$ cat src/verilog/acc_defines.svh
// Offsets, field positions, reset values and timing counts of the converter control
// Function
// The clock-select field divides the system clock by 2, 8 or 32 for codes 00, 01, 10.
// Clock setting bits 2 to 6 read as zero and ignore writes.
// Clock setting bit 7 is for factory test; software leaves it alone.
// After changing the port configuration, software gives a start pulse within 10 cycles.
// The conversion-pending flag can be read at any time for polling.
// The 8-bit result sits in a read-only register after completion.
// Completion sets the request flag; the interrupt fires only with both enables set.
// The request flag stays set until software writes zero to it.
// A new start pulse right after a read begins the next conversion with no reconfiguration.
// The pending flag reads one while pending or running and clears on completion.
// A rising start bit resets the converter and sets pending; the falling edge starts it.
// Channel codes 000 to 011 select inputs 0 to 3; codes 1xx are unusable.
// Port configuration codes turn 0 to 4 lines analog; code 000 powers the converter off.
// Each conversion samples for 32 converter clocks and finishes in 64.
`ifndef ACC_DEFINES_SVH
`define ACC_DEFINES_SVH
`define ACC_IDX_RESULT     8'h21
`define ACC_IDX_CONTROL    8'h22
`define ACC_IDX_CLKSET     8'h23
`define ACC_IDX_IRQ        8'h24
`define ACC_CH_LSB         0
`define ACC_CFG_LSB        3
`define ACC_PEND_BIT       6
`define ACC_START_BIT      7
`define ACC_CLKSEL_LSB     0
`define ACC_TEST_BIT       7
`define ACC_IRQ_FLAG_BIT   0
`define ACC_IRQ_EN_BIT     1
`define ACC_GIE_BIT        2
`define ACC_RST_CH         3'h0
`define ACC_RST_CFG        3'h0
`define ACC_RST_CLKSEL     2'h0
`define ACC_RST_RESULT     8'h00
`define ACC_DIV_SEL2       6'h01
`define ACC_DIV_SEL8       6'h07
`define ACC_DIV_SEL32      6'h1f
`define ACC_SAMPLE_PERIODS 32
`define ACC_CONV_PERIODS   64
`define ACC_PERIODS_PER_BIT 4
`endif

$ cat src/verilog/acc_pkg.sv
// Types shared by the converter control files
package acc_pkg;
   typedef enum logic [1:0] {
      ACC_IDLE    = 2'b00,
      ACC_ARMED   = 2'b01,
      ACC_SAMPLE  = 2'b10,
      ACC_CONVERT = 2'b11
   } acc_state_t;

   typedef struct packed {
      logic       vld;
      logic       wr;
      logic [7:0] idx;
   } acc_dph_t;

   typedef struct packed {
      logic       pwr;
      logic [3:0] line_mask;
      logic [1:0] ch;
      logic       sample;
      logic [7:0] trial;
   } acc_ana_t;
endpackage : acc_pkg

$ cat src/verilog/acc_clkdiv.sv
// Converter clock tick generator
`include "acc_defines.svh"
module acc_clkdiv (
   input  wire logic       hclk,
   input  wire logic       hresetn,
   input  wire logic [1:0] div_sel,
   output logic            tick
);
   import acc_pkg::*;
   logic [5:0] cnt_q;
   logic [5:0] limit;

   // Undefined code 11 falls back to the slowest rate
   always_comb begin
      case (div_sel)
         2'b00:   limit = `ACC_DIV_SEL2;
         2'b01:   limit = `ACC_DIV_SEL8;
         default: limit = `ACC_DIV_SEL32;
      endcase
   end

   assign tick = (cnt_q >= limit);

   always_ff @(posedge hclk or negedge hresetn) begin
      if (!hresetn) begin
         cnt_q <= 6'h00;
      end else if (tick) begin
         cnt_q <= 6'h00;
      end else begin
         cnt_q <= cnt_q + 6'h01;
      end
   end
endmodule : acc_clkdiv

$ cat src/verilog/acc_ctrl.sv
// Converter control block with AHB-Lite register slave
`include "acc_defines.svh"
module acc_ctrl #(
   parameter int SAMPLE_PERIODS = `ACC_SAMPLE_PERIODS,
   parameter int CONV_PERIODS   = `ACC_CONV_PERIODS
) (
   input  wire logic          hclk,
   input  wire logic          hresetn,
   input  wire logic          hsel,
   input  wire logic [31:0]   haddr,
   input  wire logic [1:0]    htrans,
   input  wire logic          hwrite,
   input  wire logic [2:0]    hsize,
   input  wire logic [31:0]   hwdata,
   input  wire logic          hready,
   output logic [31:0]        hrdata,
   output logic               hreadyout,
   output logic               hresp,
   input  wire logic          sar_cmp,
   output acc_pkg::acc_ana_t  analog,
   output logic               converter_irq
);
   import acc_pkg::*;

   localparam int PERIOD_W = $clog2(CONV_PERIODS);

   generate
      if (SAMPLE_PERIODS < 1 || CONV_PERIODS - SAMPLE_PERIODS != 8 * `ACC_PERIODS_PER_BIT
          || CONV_PERIODS != (1 << PERIOD_W)) begin : g_bad_params
         $error("conversion period counts not supported");
      end
   endgenerate

   acc_dph_t   dph_q;
   logic [31:0] hrdata_q;
   logic [2:0] channel_sel_q;
   logic [2:0] port_analog_cfg_q;
   logic       start_q;
   logic       conversion_pending_flag_q;
   logic [1:0] clk_div_sel_q;
   logic       test_bit_q;
   logic       converter_irq_request_q;
   logic       converter_irq_enable_q;
   logic       global_irq_enable_q;
   logic [7:0] result_q;
   logic [7:0] trial_q;
   logic [7:0] bit_q;
   logic [PERIOD_W-1:0] period_q;
   acc_state_t state_q;
   logic       tick;
   logic       wr_ctrl;
   logic       wr_clk;
   logic       wr_irq;
   logic       start_rise;
   logic       start_fall;
   logic       done;
   logic       decide;
   logic [7:0] kept;

   acc_clkdiv u_clkdiv (
      .hclk    (hclk),
      .hresetn (hresetn),
      .div_sel (clk_div_sel_q),
      .tick    (tick)
   );

   // Zero wait states; every transfer answers OKAY
   assign hreadyout = 1'b1;
   assign hresp     = 1'b0;
   assign hrdata    = hrdata_q;

   always_ff @(posedge hclk or negedge hresetn) begin
      if (!hresetn) begin
         dph_q <= '0;
      end else if (hready) begin
         dph_q.vld <= hsel && htrans[1];
         dph_q.wr  <= hwrite;
         dph_q.idx <= (haddr[31:10] == 22'h000000) ? haddr[9:2] : 8'hff;
      end
   end

   assign wr_ctrl = dph_q.vld && dph_q.wr && dph_q.idx == `ACC_IDX_CONTROL;
   assign wr_clk  = dph_q.vld && dph_q.wr && dph_q.idx == `ACC_IDX_CLKSET;
   assign wr_irq  = dph_q.vld && dph_q.wr && dph_q.idx == `ACC_IDX_IRQ;

   // Read data captured in the address phase; unmapped reads return zero
   always_ff @(posedge hclk or negedge hresetn) begin
      if (!hresetn) begin
         hrdata_q <= 32'h00000000;
      end else if (hready && hsel && htrans[1] && !hwrite) begin
         hrdata_q <= 32'h00000000;
         if (haddr[31:10] == 22'h000000) begin
            case (haddr[9:2])
               `ACC_IDX_RESULT:  hrdata_q[7:0] <= result_q;
               `ACC_IDX_CONTROL: hrdata_q[7:0] <= {start_q, conversion_pending_flag_q,
                                                   port_analog_cfg_q, channel_sel_q};
               `ACC_IDX_CLKSET:  hrdata_q[7:0] <= {test_bit_q, 5'h00, clk_div_sel_q};
               `ACC_IDX_IRQ:     hrdata_q[7:0] <= {5'h00, global_irq_enable_q,
                                                   converter_irq_enable_q,
                                                   converter_irq_request_q};
               default:          hrdata_q <= 32'h00000000;
            endcase
         end
      end
   end

   always_ff @(posedge hclk or negedge hresetn) begin
      if (!hresetn) begin
         channel_sel_q     <= `ACC_RST_CH;
         port_analog_cfg_q <= `ACC_RST_CFG;
         start_q           <= 1'b0;
      end else if (wr_ctrl) begin
         channel_sel_q     <= hwdata[`ACC_CH_LSB +: 3];
         port_analog_cfg_q <= hwdata[`ACC_CFG_LSB +: 3];
         start_q           <= hwdata[`ACC_START_BIT];
      end
   end

   // Test bit is only stored; upper unused bits are dropped
   always_ff @(posedge hclk or negedge hresetn) begin
      if (!hresetn) begin
         clk_div_sel_q <= `ACC_RST_CLKSEL;
         test_bit_q    <= 1'b0;
      end else if (wr_clk) begin
         clk_div_sel_q <= hwdata[`ACC_CLKSEL_LSB +: 2];
         test_bit_q    <= hwdata[`ACC_TEST_BIT];
      end
   end

   always_ff @(posedge hclk or negedge hresetn) begin
      if (!hresetn) begin
         converter_irq_enable_q <= 1'b0;
         global_irq_enable_q    <= 1'b0;
      end else if (wr_irq) begin
         converter_irq_enable_q <= hwdata[`ACC_IRQ_EN_BIT];
         global_irq_enable_q    <= hwdata[`ACC_GIE_BIT];
      end
   end

   assign start_rise = wr_ctrl && hwdata[`ACC_START_BIT] && !start_q;
   assign start_fall = wr_ctrl && !hwdata[`ACC_START_BIT] && start_q;
   assign decide     = tick && state_q == ACC_CONVERT && period_q[1:0] == 2'b11;
   assign done       = decide && period_q == PERIOD_W'(CONV_PERIODS - 1);
   assign kept       = sar_cmp ? trial_q : (trial_q & ~bit_q);

   // Restart on any rising start edge, even mid-conversion
   always_ff @(posedge hclk or negedge hresetn) begin
      if (!hresetn) begin
         state_q  <= ACC_IDLE;
         period_q <= '0;
      end else if (start_rise) begin
         state_q  <= ACC_ARMED;
         period_q <= '0;
      end else if (start_fall && state_q == ACC_ARMED) begin
         state_q  <= ACC_SAMPLE;
         period_q <= '0;
      end else if (tick && (state_q == ACC_SAMPLE || state_q == ACC_CONVERT)) begin
         period_q <= period_q + PERIOD_W'(1);
         case (state_q)
            ACC_SAMPLE:  if (period_q == PERIOD_W'(SAMPLE_PERIODS - 1)) state_q <= ACC_CONVERT;
            ACC_CONVERT: if (done) state_q <= ACC_IDLE;
            default:     state_q <= state_q;
         endcase
      end
   end

   // Successive approximation, four converter clocks per bit
   always_ff @(posedge hclk or negedge hresetn) begin
      if (!hresetn) begin
         trial_q <= 8'h80;
         bit_q   <= 8'h80;
      end else if (state_q != ACC_CONVERT) begin
         trial_q <= 8'h80;
         bit_q   <= 8'h80;
      end else if (decide) begin
         trial_q <= kept | (bit_q >> 1);
         bit_q   <= bit_q >> 1;
      end
   end

   always_ff @(posedge hclk or negedge hresetn) begin
      if (!hresetn) begin
         result_q <= `ACC_RST_RESULT;
      end else if (done) begin
         result_q <= kept;
      end
   end

   always_ff @(posedge hclk or negedge hresetn) begin
      if (!hresetn) begin
         conversion_pending_flag_q <= 1'b0;
      end else if (start_rise) begin
         conversion_pending_flag_q <= 1'b1;
      end else if (done) begin
         conversion_pending_flag_q <= 1'b0;
      end
   end

   // Completion beats a same-cycle software clear
   always_ff @(posedge hclk or negedge hresetn) begin
      if (!hresetn) begin
         converter_irq_request_q <= 1'b0;
      end else if (done) begin
         converter_irq_request_q <= 1'b1;
      end else if (wr_irq && !hwdata[`ACC_IRQ_FLAG_BIT]) begin
         converter_irq_request_q <= 1'b0;
      end
   end

   assign converter_irq = converter_irq_request_q && converter_irq_enable_q
                          && global_irq_enable_q;

   always_comb begin
      analog.ch     = channel_sel_q[1:0];
      analog.pwr    = port_analog_cfg_q != 3'b000;
      analog.sample = state_q == ACC_SAMPLE;
      analog.trial  = trial_q;
      case (port_analog_cfg_q)
         3'b000:  analog.line_mask = 4'h0;
         3'b001:  analog.line_mask = 4'h1;
         3'b010:  analog.line_mask = 4'h3;
         3'b011:  analog.line_mask = 4'h7;
         default: analog.line_mask = 4'hf;
      endcase
   end
endmodule : acc_ctrl

$ cat config.mk
export PLATFORM = sky130hd
export DESIGN_NAME = acc_ctrl
export DESIGN_NICKNAME = d
export VERILOG_FILES = /design/src/verilog/acc_pkg.sv /design/src/verilog/acc_clkdiv.sv /design/src/verilog/acc_ctrl.sv
export VERILOG_INCLUDE_DIRS = /design/src /design/src/verilog
export SDC_FILE = /design/constraint.sdc
export NUM_CORES = 1
export LEC_CHECK = 0
export ABC_AREA = 1
export ABC_CLOCK_PERIOD_IN_PS = 1670
export BUFFER_PORTS_ARGS = -buffer_cell sky130_fd_sc_hd__clkbuf_2
export CAP_MARGIN = 20
export CORE_MARGIN = 2
export CORE_UTILIZATION = 45
export CTS_CLUSTER_DIAMETER = 150
export DETAILED_ROUTE_END_ITERATION = 12
export PLACE_DENSITY = 0.75
export SYNTH_ARGS = -nofsm -noshare
export SYNTH_HDL_FRONTEND = slang
export SYNTH_SLANG_ARGS = --single-unit
$ cat constraint.sdc
create_clock -name hclk -period 1.67 [get_ports hclk]
set_input_delay 0.167 -clock hclk [delete_from_list [all_inputs] [get_ports hclk]]
set_output_delay 0.167 -clock hclk [all_outputs]
set_load 0.02 [all_outputs]
==> flow_summary.toml, run 1 <==
[placed_design]
dpl.hpwl_mm = 6.03
place.port_buffers = 68
dp_cells = 627
placed_area_sq_um = 4180
pre_cts_ws_ps = -129
place.gp.congestion = 0.887

[routing]
drt_iter0_markers = 122
ant_nets = 0
vias = 3205
wirelength_mm = 8.45
drt_pass1_iterations = 5
drc = 0
wl_per_cell_microns = 13.1
viasPerCell = 4.95

[pwr]
ir_drop_uv = 499
p_total_mw = 4.17
cellPowerDensity_nw_per_um2 = 904
leakagePower_nw = 2.33

[cells_and_area]
drive_gt1_share_pct = 30.6
final_cell_count_no_fill = 647
final_cell_mix = "nand2_1 (69), dfrtp_1 (68), clkbuf_2 (67)"
final_common_cell = "nand2_1"
fin_nets = 618
design_area_sq_um = 4610
diodes = 0
fill_cells = 741
area_growth_pct = 22.3

[worst_hold_path]
hp-start = "hwdata[4]"
min_path_type = "in2reg"

[sta]
min_period_over_period_pct = 103
max-slew-margin-rel_pct = 62.9
setup_slack_ps = -46.4
finalHoldViolCount = 0
clock_skew_ps = 11.1
period_minus_slack_ps = 1720
timing.fmax_mhz = 583
slew_viol_final = 0
finalSetupViolations = 22
fin_setup_tns_ps = -373
rsz0062_at_grt = "true"
worst_pin_slew_ps = 557

[grt]
grt-ovfl-total = 0
grt_pass1_vias = 3045
grt_pass1_wl_mm = 13.5
grt_max_degree = 39
grt.total_usage_pct = 19.1
antenna_found_initial = 0

[critical_path]
arrival_ps = 1950
crit_chain = "inv_2 -> ha_4 -> nand2_1 -> inv_1 -> nand3_2 -> nand3_4 -> buf_8 -> nand2_8 -> nor2_2 -> xor2_1 -> nor2_1"
critPathLaunch = "clk_div_sel_q[1]"
critPathTopFamily = "simple AND/OR/NAND/NOR gates"
endpoint_kind = "flip-flop"
path_max_fanout = 7
r2r_setup_slack_ps = -50
worst-setup-path-type = "reg2reg"
slowest_stage = "dfrtp_1"
r2r_cells = 11
path_depth = 11
worstReg2RegEnd = "period_q[4]"
cp_slowest_stage_delay_ps = 400
r2r_start = "clk_div_sel_q[1]"
cp.required_ps = 1900
cp-start-kind = "flip-flop"
crit_end = "period_q[4]"
cp_num_buf_inv = 3

[logic_synthesis]
synthesis.area_sq_um = 3770
synth_area_per_cell_sq_um = 8.34
synth-xor-area-share_pct = 0.929
synth-seq-area-share_pct = 46.5
synthAdderAreaFrac_pct = 1.99
syn-instance-count = 452
yosys_most_used_dff = "dfrtp_1"
synthArstFlopShare_pct = 100
synth-seq-cells = 70
synth-edff-count = 0
synthMuxAreaShare_pct = 1.39
synth-compound-area-share_pct = 10.9
synth.distinct_cells = 36
synth-simple-area-share_pct = 24.5
synth_top_family_by_area = "simple AND/OR/NAND/NOR gates"
yosysWarningCount = 0

[floorplan]
die_area_sq_um = 9130
die_w_microns = 95.5
ios = 126
start_util_pct = 46.1
rows = 33
core_area_sq_um = 8180
fp.dieH_microns = 95.5

[outcome]
failed_checks = "negative setup slack"
status = "finished with violations"

[clock_network]
cts_tree = "yes"
htree_levels = 3
cts_sinks = 70
clockRootBuffer = "clkbuf_8"
clock_path_buffers = 2
cts_buffers = 9
clk_latency_ps = 350
clkTransAtPathRegs_ps = 80

[run]
max-cap-violations = 0
==> timing repair <==
| item | in CTS | in global routing |
|---|---|---|
| buffers inserted | 2 | 0 |
| pin swaps | 6 | 2 |
| endpoints found under the setup margin | 31 | 42 |
| hold endpoints to repair | 20 | 0 |
| gates cloned | 0 | 1 |
| resized for setup | 19 | 35 |
| hold buffers | 1 | 0 |
==> cells in the mapped netlist, types with 2 or more instances <==
cell | instances | area [sq um]
nand2_1 | 75 | 282
dfrtp_1 | 68 | 1700
inv_1 | 59 | 221
o21ai_0 | 42 | 210
nand3_1 | 37 | 185
nor2_1 | 34 | 128
buf_4 | 31 | 233
a21oi_1 | 11 | 55.1
o21ai_1 | 11 | 55.1
o22ai_1 | 10 | 62.6
nand4_1 | 9 | 56.3
nor3_1 | 7 | 35.0
ha_1 | 6 | 75.1
inv_2 | 5 | 18.8
nor2_2 | 4 | 25.0
nor3b_1 | 4 | 30.0
nand2_2 | 3 | 18.8
nand2_4 | 3 | 33.8
nand3_2 | 3 | 30.0
nor3_4 | 3 | 48.8
xor2_1 | 3 | 26.3
buf_2 | 2 | 10.0
buf_6 | 2 | 22.5
clkbuf_1 | 2 | 7.51
conb_1 | 2 | 7.51
dfstp_2 | 2 | 52.6
mux2_2 | 2 | 22.5
mux2_4 | 2 | 30.0
nor3_2 | 2 | 20.0
or2_1 | 2 | 12.5
==> worst min-delay path by stage <==
stage / to / slack [ps] / cells after the start
2_1_floorplan: bit_q[0] / -130 / 0
3_3_place_gp: trial_q[0] / 180 / 1
3_5_place_dp: trial_q[0] / 190 / 1
4_1_cts: port_analog_cfg_q[1] / 40 / 2
5_1_grt: port_analog_cfg_q[1] / 30 / 2
6_report: port_analog_cfg_q[1] / 50 / 2
==> state kept, by name, indices dropped and copies added (netlist names), 2 cells and up <==
name / count
dph_q: 10
period_q: 6
u_clkdiv.cnt_q: 6
result_q: 8
state_q: 2
hrdata: 8
clk_div_sel_q: 2
bit_q: 8
channel_sel_q: 3
port_analog_cfg_q: 3
trial_q: 8
==> power by group <==
group | internal [mW] | leakage (nW) | total [mW] | switching, mW
Sequential | 1.79 | 0.803 | 1.88 | 0.0892
Combinational | 0.407 | 1.43 | 0.916 | 0.508
Clock | 0.691 | 0.0956 | 1.37 | 0.681
==> through the flow <==
stage,hold slack [ps],utilization [%]
after floorplan,-129,-
after global placement,183,51.2
after detailed placement,188,51.2
after CTS,37.8,55.0
after global routing,34.4,56.4
final,45.9,56.4
==> cell type report <==
type | count | area [sq um] | area share (%)
Multi-Input combinational cell | 305 | 1770 | 38.4
Sequential cell | 70 | 1750 | 38.1
Timing Repair Buffer | 86 | 505 | 11.0
Inverter | 64 | 246 | 5.35
Tap cell | 105 | 131 | 2.85
Clock buffer | 9 | 124 | 2.69
Clock inverter | 7 | 72.6 | 1.57
Timing Repair inverter | 1 | 7.51 | 0.163
==> per-layer routing <==
layer	share of wire (%)	track usage (%)
met4	1.2	7.98
met3	6.9	3.87
met2	50	32.2
met1	42	23.7
met5	0	0
==> logic make-up (layout without fill, tap and decap cells) <==
logic type / after synthesis / in the layout
XOR/XNOR: 4 / 4
other: 2 / 26
flip-flops: 70 / 70
adder cells (fa/ha/maj): 6 / 6
buffers and inverters: 101 / 167
AND/OR/NAND/NOR: 188 / 188
multiplexers: 4 / 4
AO/OA/AOI/OAI: 77 / 77
Power figures use the tool's default switching activity.
==> run 2: changes to the inputs <==
--- a/config.mk
+++ b/config.mk
@@ -11,10 +11,10 @@
 export BUFFER_PORTS_ARGS = -buffer_cell sky130_fd_sc_hd__clkbuf_2
 export CAP_MARGIN = 20
 export CORE_MARGIN = 2
-export CORE_UTILIZATION = 45
+export CORE_UTILIZATION = 46
 export CTS_CLUSTER_DIAMETER = 150
 export DETAILED_ROUTE_END_ITERATION = 12
-export PLACE_DENSITY = 0.75
+export PLACE_DENSITY = 0.77
 export SYNTH_ARGS = -nofsm -noshare
 export SYNTH_HDL_FRONTEND = slang
 export SYNTH_SLANG_ARGS = --single-unit
==> flow_summary.toml, run 2 (synthesis gave the netlist of run 1 again) <==
[run]
max-cap-violations = 0

[worst_hold_path]
hp-start = "hwdata[3]"
worst_hold_path.num_cells = 2
worstHoldEndpoint = "port_analog_cfg_q[0]"
min_path_type = "in2reg"

[floorplan]
fp.dieH_microns = 94.5
rows = 33
die_area_sq_um = 8940
ios = 126
die_w_microns = 94.5
core_area_sq_um = 8090
start_util_pct = 46.6

[grt]
grt_pass1_vias = 3003
grt-ovfl-total = 0
grt.total_usage_pct = 19.3
grt_max_degree = 29
antenna_found_initial = 0
grt_pass1_wl_mm = 13.3

[critical_path]
worstReg2RegEnd = "trial_q[2]"
cp-start-kind = "flip-flop"
r2r_start = "clk_div_sel_q[1]"
cp.required_ps = 1940
cp_slowest_stage_delay_ps = 420
path_max_fanout = 9
slowest_stage = "dfrtp_1"
arrival_ps = 1980
r2r_cells = 10
worst-setup-path-type = "reg2reg"
r2r_setup_slack_ps = -30
crit_chain = "inv_2 -> ha_4 -> inv_2 -> nor2_2 -> nand3_2 -> nand3_4 -> nand2_4 -> inv_1 -> o21ai_0 -> o21ai_0"
endpoint_kind = "flip-flop"

[cells_and_area]
diodes = 0
largest_register_ffs = 10
design_area_sq_um = 4610
fin_util_pct = 57.0
fin_nets = 618
top_register = "dph_q"
final_common_cell = "nand2_1"
final_cell_mix = "nand2_1 (71), dfrtp_1 (68), clkbuf_2 (67)"
drive_gt1_share_pct = 28.6
fill_cells = 726
final_cell_count_no_fill = 647
area_growth_pct = 22.4

[placed_design]
dp_cells = 629
place.gp.congestion = 0.912
place.port_buffers = 68
placed_area_sq_um = 4200
dpl.hpwl_mm = 6.03
pre_cts_ws_ps = -92.6

[sta]
period_minus_slack_ps = 1700
clock_skew_ps = 10.3
timing.fmax_mhz = 587
setup_slack_ps = -34.4
max-slew-margin-rel_pct = 60.2
min_period_over_period_pct = 102
slew_viol_final = 0
worst_pin_slew_ps = 597
finalSetupViolations = 13
rsz0062_at_grt = "true"
holdWs_ps = 33.7
finalHoldViolCount = 0

[outcome]
failed_checks = "negative setup slack"
status = "finished with violations"

[routing]
drt_iter0_markers = 141
drc = 0
wirelength_mm = 8.30
viasPerCell = 4.95
ant_nets = 0
wl_per_cell_microns = 12.8
drt_pass1_iterations = 4
vias = 3204

[clock_network]
cts_tree = "yes"
htree_levels = 3
clockRootBuffer = "clkbuf_8"
clock_path_buffers = 2
clkTransAtPathRegs_ps = 80
clk_latency_ps = 360
cts_sinks = 70
cts_buffers = 9

[pwr]
power.switching_mw = 1.24
swShare_pct = 28.1
cellPowerDensity_nw_per_um2 = 958
p_seq_share_pct = 42.6
combPwrFrac_pct = 17.9
leakagePower_nw = 2.37
pwr-share-clk_pct = 39.5
p_int_mw = 3.18
ir_drop_uv = 445
run 2: cell count changes in the layout (fill, tap and decap cells not counted), sizes merged:
cell and change:
clkinvlp -4, inv +1, bufinv +2, clkbuf +1
run 2: final cells by class:
class | instances | area [sq um] | share of cell area, %
Sequential cell | 70 | 1750 | 38.0
Multi-Input combinational cell | 305 | 1720 | 37.3
Timing Repair Buffer | 86 | 502 | 10.9
Inverter | 64 | 245 | 5.32
Clock buffer | 10 | 138 | 2.98
Tap cell | 105 | 131 | 2.85
Clock inverter | 6 | 116 | 2.52
Timing Repair inverter | 1 | 5.00 | 0.108
run 2: through the flow:
| stage | power, mW | TNS [ps] |
|---|---|---|
| detailed placement | 2.54 | -1100 |
| global route | 4.61 | -3730 |
| global placement | 2.51 | -162 |
| CTS | 4.35 | -8.39 |
| finish | 4.42 | -200 |
| floorplan | 2.35 | 0 |
run 2: worst max-delay path by stage:
stage	startpoint	endpoint	slack, ps	cells past startpoint
floorplan	clk_div_sel_q[1]	period_q[4]	50	11
global placement	clk_div_sel_q[1]	trial_q[0]	-40	9
detailed placement	clk_div_sel_q[1]	trial_q[4]	-90	9
CTS	clk_div_sel_q[1]	period_q[4]	-8	11
global route	clk_div_sel_q[1]	trial_q[2]	-180	10
finish	clk_div_sel_q[1]	trial_q[2]	-30	10
run 2: power by group through the flow:
stage	clock [mW]	sequential [mW]	combinational (mW)
global route	1.83	1.89	0.889
finish	1.74	1.88	0.793
CTS	1.77	1.88	0.700
detailed placement	0	1.90	0.642
floorplan	0	1.88	0.469
global placement	0	1.89	0.614
run 2: per-layer routing:
layer	part of all wire, %	GRT usage, %	wire (microns)
met1	44	23.2	3650
met2	48	32.5	3960
met3	5.4	4.71	445
met4	3.0	9.66	249
met5	0	0	0
run 2: worst max-delay path, delay by kind of cell, from the launching register on:
kind                       cells  cell delay, ps
adders and majority gates      1             270
AOI/OAI and AO/OA              2             260
buffers and inverters          3             330
and+or+nand+nor                4             340
DFF                            1             420
run 2: timing repair:
action,in CTS,in global routing
pin swaps,3,3
setup endpoints to repair,32,39
hold buffers,1,0
gates resized for setup,19,22
buffers inserted,0,0
hold endpoints to repair,21,0
cloned,0,1
==> run 3: changes to the inputs <==
--- a/config.mk
+++ b/config.mk
@@ -14,7 +14,8 @@
 export CORE_UTILIZATION = 46
 export CTS_CLUSTER_DIAMETER = 150
 export DETAILED_ROUTE_END_ITERATION = 12
-export PLACE_DENSITY = 0.77
+export PLACE_DENSITY = 0.74
+export SKIP_LAST_GASP = 1
 export SYNTH_ARGS = -nofsm -noshare
 export SYNTH_HDL_FRONTEND = slang
 export SYNTH_SLANG_ARGS = --single-unit
==> flow_summary.toml, run 3 (synthesis gave the netlist of run 1 again) <==
[floorplan]
die_w_microns = 94.5
fp.dieH_microns = 94.5
die_area_sq_um = 8940
start_util_pct = 46.6
core_area_sq_um = 8090
ios = 126
rows = 33

[pwr]
power.switching_mw = 1.15
p_seq_share_pct = 49.1
ir_drop_uv = 400
p_int_mw = 2.66
pwr-share-clk_pct = 32.8
combPwrFrac_pct = 18.1
swShare_pct = 30.1
leakagePower_nw = 2.31
cellPowerDensity_nw_per_um2 = 851

[placed_design]
place.gp.congestion = 0.844
place.port_buffers = 68
dpl.hpwl_mm = 6.04
pre_cts_ws_ps = -97.2
dp_cells = 627

[outcome]
status = "finished with violations"
failed_checks = "negative setup slack"

[routing]
ant_nets = 0
drt_iter0_markers = 158
drt_pass1_iterations = 4
drc = 0
wirelength_mm = 7.84
vias = 3142
wl_per_cell_microns = 12.2
viasPerCell = 4.88

[sta]
finalHoldViolCount = 0
period_minus_slack_ps = 1720
timing.fmax_mhz = 580
slew_viol_final = 0
holdWs_ps = 43.8
rsz0062_at_grt = "true"
finalSetupViolations = 15
setup_slack_ps = -53.3
clock_skew_ps = 13.9
min_period_over_period_pct = 103

[critical_path]
cp.required_ps = 1890
r2r_start = "clk_div_sel_q[1]"
worst-setup-path-type = "reg2reg"
path_max_fanout = 7
endpoint_kind = "flip-flop"
arrival_ps = 1950
critPathLaunch = "clk_div_sel_q[1]"
cp-start-kind = "flip-flop"

[clock_network]
cts_sinks = 70
clkTransAtPathRegs_ps = 90
htree_levels = 3
clk_latency_ps = 350
clockRootBuffer = "clkbuf_8"
cts_tree = "yes"
cts_buffers = 9
cts_setup_buffers = 0
clock_path_buffers = 2

[cells_and_area]
fin_util_pct = 55.3
final_cell_mix = "nand2_1 (72), dfrtp_1 (68), clkbuf_2 (67)"
fill_cells = 720
area_growth_pct = 18.8
top_register = "dph_q"
final_common_cell = "nand2_1"
drive_gt1_share_pct = 26.7
diodes = 0
largest_register_ffs = 10
final_cell_count_no_fill = 644
fin_nets = 615

[worst_hold_path]
min_path_type = "in2reg"
hp-start = "hwdata[3]"

[grt]
grt_pass1_wl_mm = 12.7
grt-ovfl-total = 0
antenna_found_initial = 0
grt_pass1_vias = 2858
grt.total_usage_pct = 18.3
grt_max_degree = 55

[run]
max-cap-violations = 0
-- run 3: cell types whose count changed in the layout (fill, tap and decap cells not counted), moves of 2 or more --
cell,previous run,this run
o21ai_0,34,40
o21ai_1,18,13
bufinv_16,3,0
clkinvlp_4,0,3
nand3_2,5,3
nor2_1,30,32
-- run 3: timing repair --
item,4_1_cts,5_1_grt
hold buffers,1,0
endpoints found under the hold margin,14,0
gates cloned,0,0
gates resized for setup,14,7
pin swaps,3,5
endpoints found under the setup margin,32,36
-- run 3: per-layer routing --
layer	share of wire, %	vias up	global-route usage, %
li1	-	1591	-
met3	6.1	12	4.63
met1	44	1446	23.5
met4	1.8	0	6.64
met5	0	-	0
met2	48	93	29.9
-- run 3: final timing paths --
kind | cells past startpoint | slack (ps) | end
worst max register to register | 11 | -50 | period_q[4]
worst min-delay path | 2 | 40 | port_analog_cfg_q[0]
worst min register to register | 2 | 480 | hrdata[7]
min in group asynchronous | 2 | 300 | trial_q[2]
max in group asynchronous | 3 | 760 | global_irq_enable_q
worst max-delay path | 11 | -50 | period_q[4]
-- run 3: through the flow --
| step | cell area, sq um | setup TNS [ps] | total power [mW] |
|---|---|---|---|
| floorplan | 3860 | 0 | 2.35 |
| global placement | 4180 | -530 | 2.50 |
| detailed placement | 4180 | -1700 | 2.53 |
| CTS | 4450 | -26.7 | 3.83 |
| global route | 4480 | -4210 | 4.02 |
| finish | 4480 | -331 | 3.81 |
-- run 3: critical path, cell delays in order (launching register included) --
cell and delay [ps]:
dfrtp_1 410, inv_2 90, ha_4 270, inv_1 40, nor2_1 80, nand3_1 90, nand3_2 100, buf_6 160
nand2_8 70, nor2_2 100, xor2_1 150, nor2_1 50
-- run 3: cell type report --
class | instances | area [sq um] | share of cell area (%)
clock buffers | 10 | 138 | 3.07
clock inverters | 6 | 45.0 | 1.01
inverters | 64 | 243 | 5.42
multi-input cells | 305 | 1690 | 37.7
flip-flops and latches | 70 | 1750 | 39.2
well taps | 105 | 131 | 2.93
repair buffers | 84 | 479 | 10.7
-- run 3: power by group through the flow --
stage	Clock [mW]	Sequential (mW)	Combinational [mW]
2_1_floorplan	0	1.88	0.469
3_3_place_gp	0	1.89	0.615
3_5_place_dp	0	1.89	0.637
4_1_cts	1.27	1.87	0.688
5_1_grt	1.35	1.89	0.788
6_report	1.25	1.87	0.690
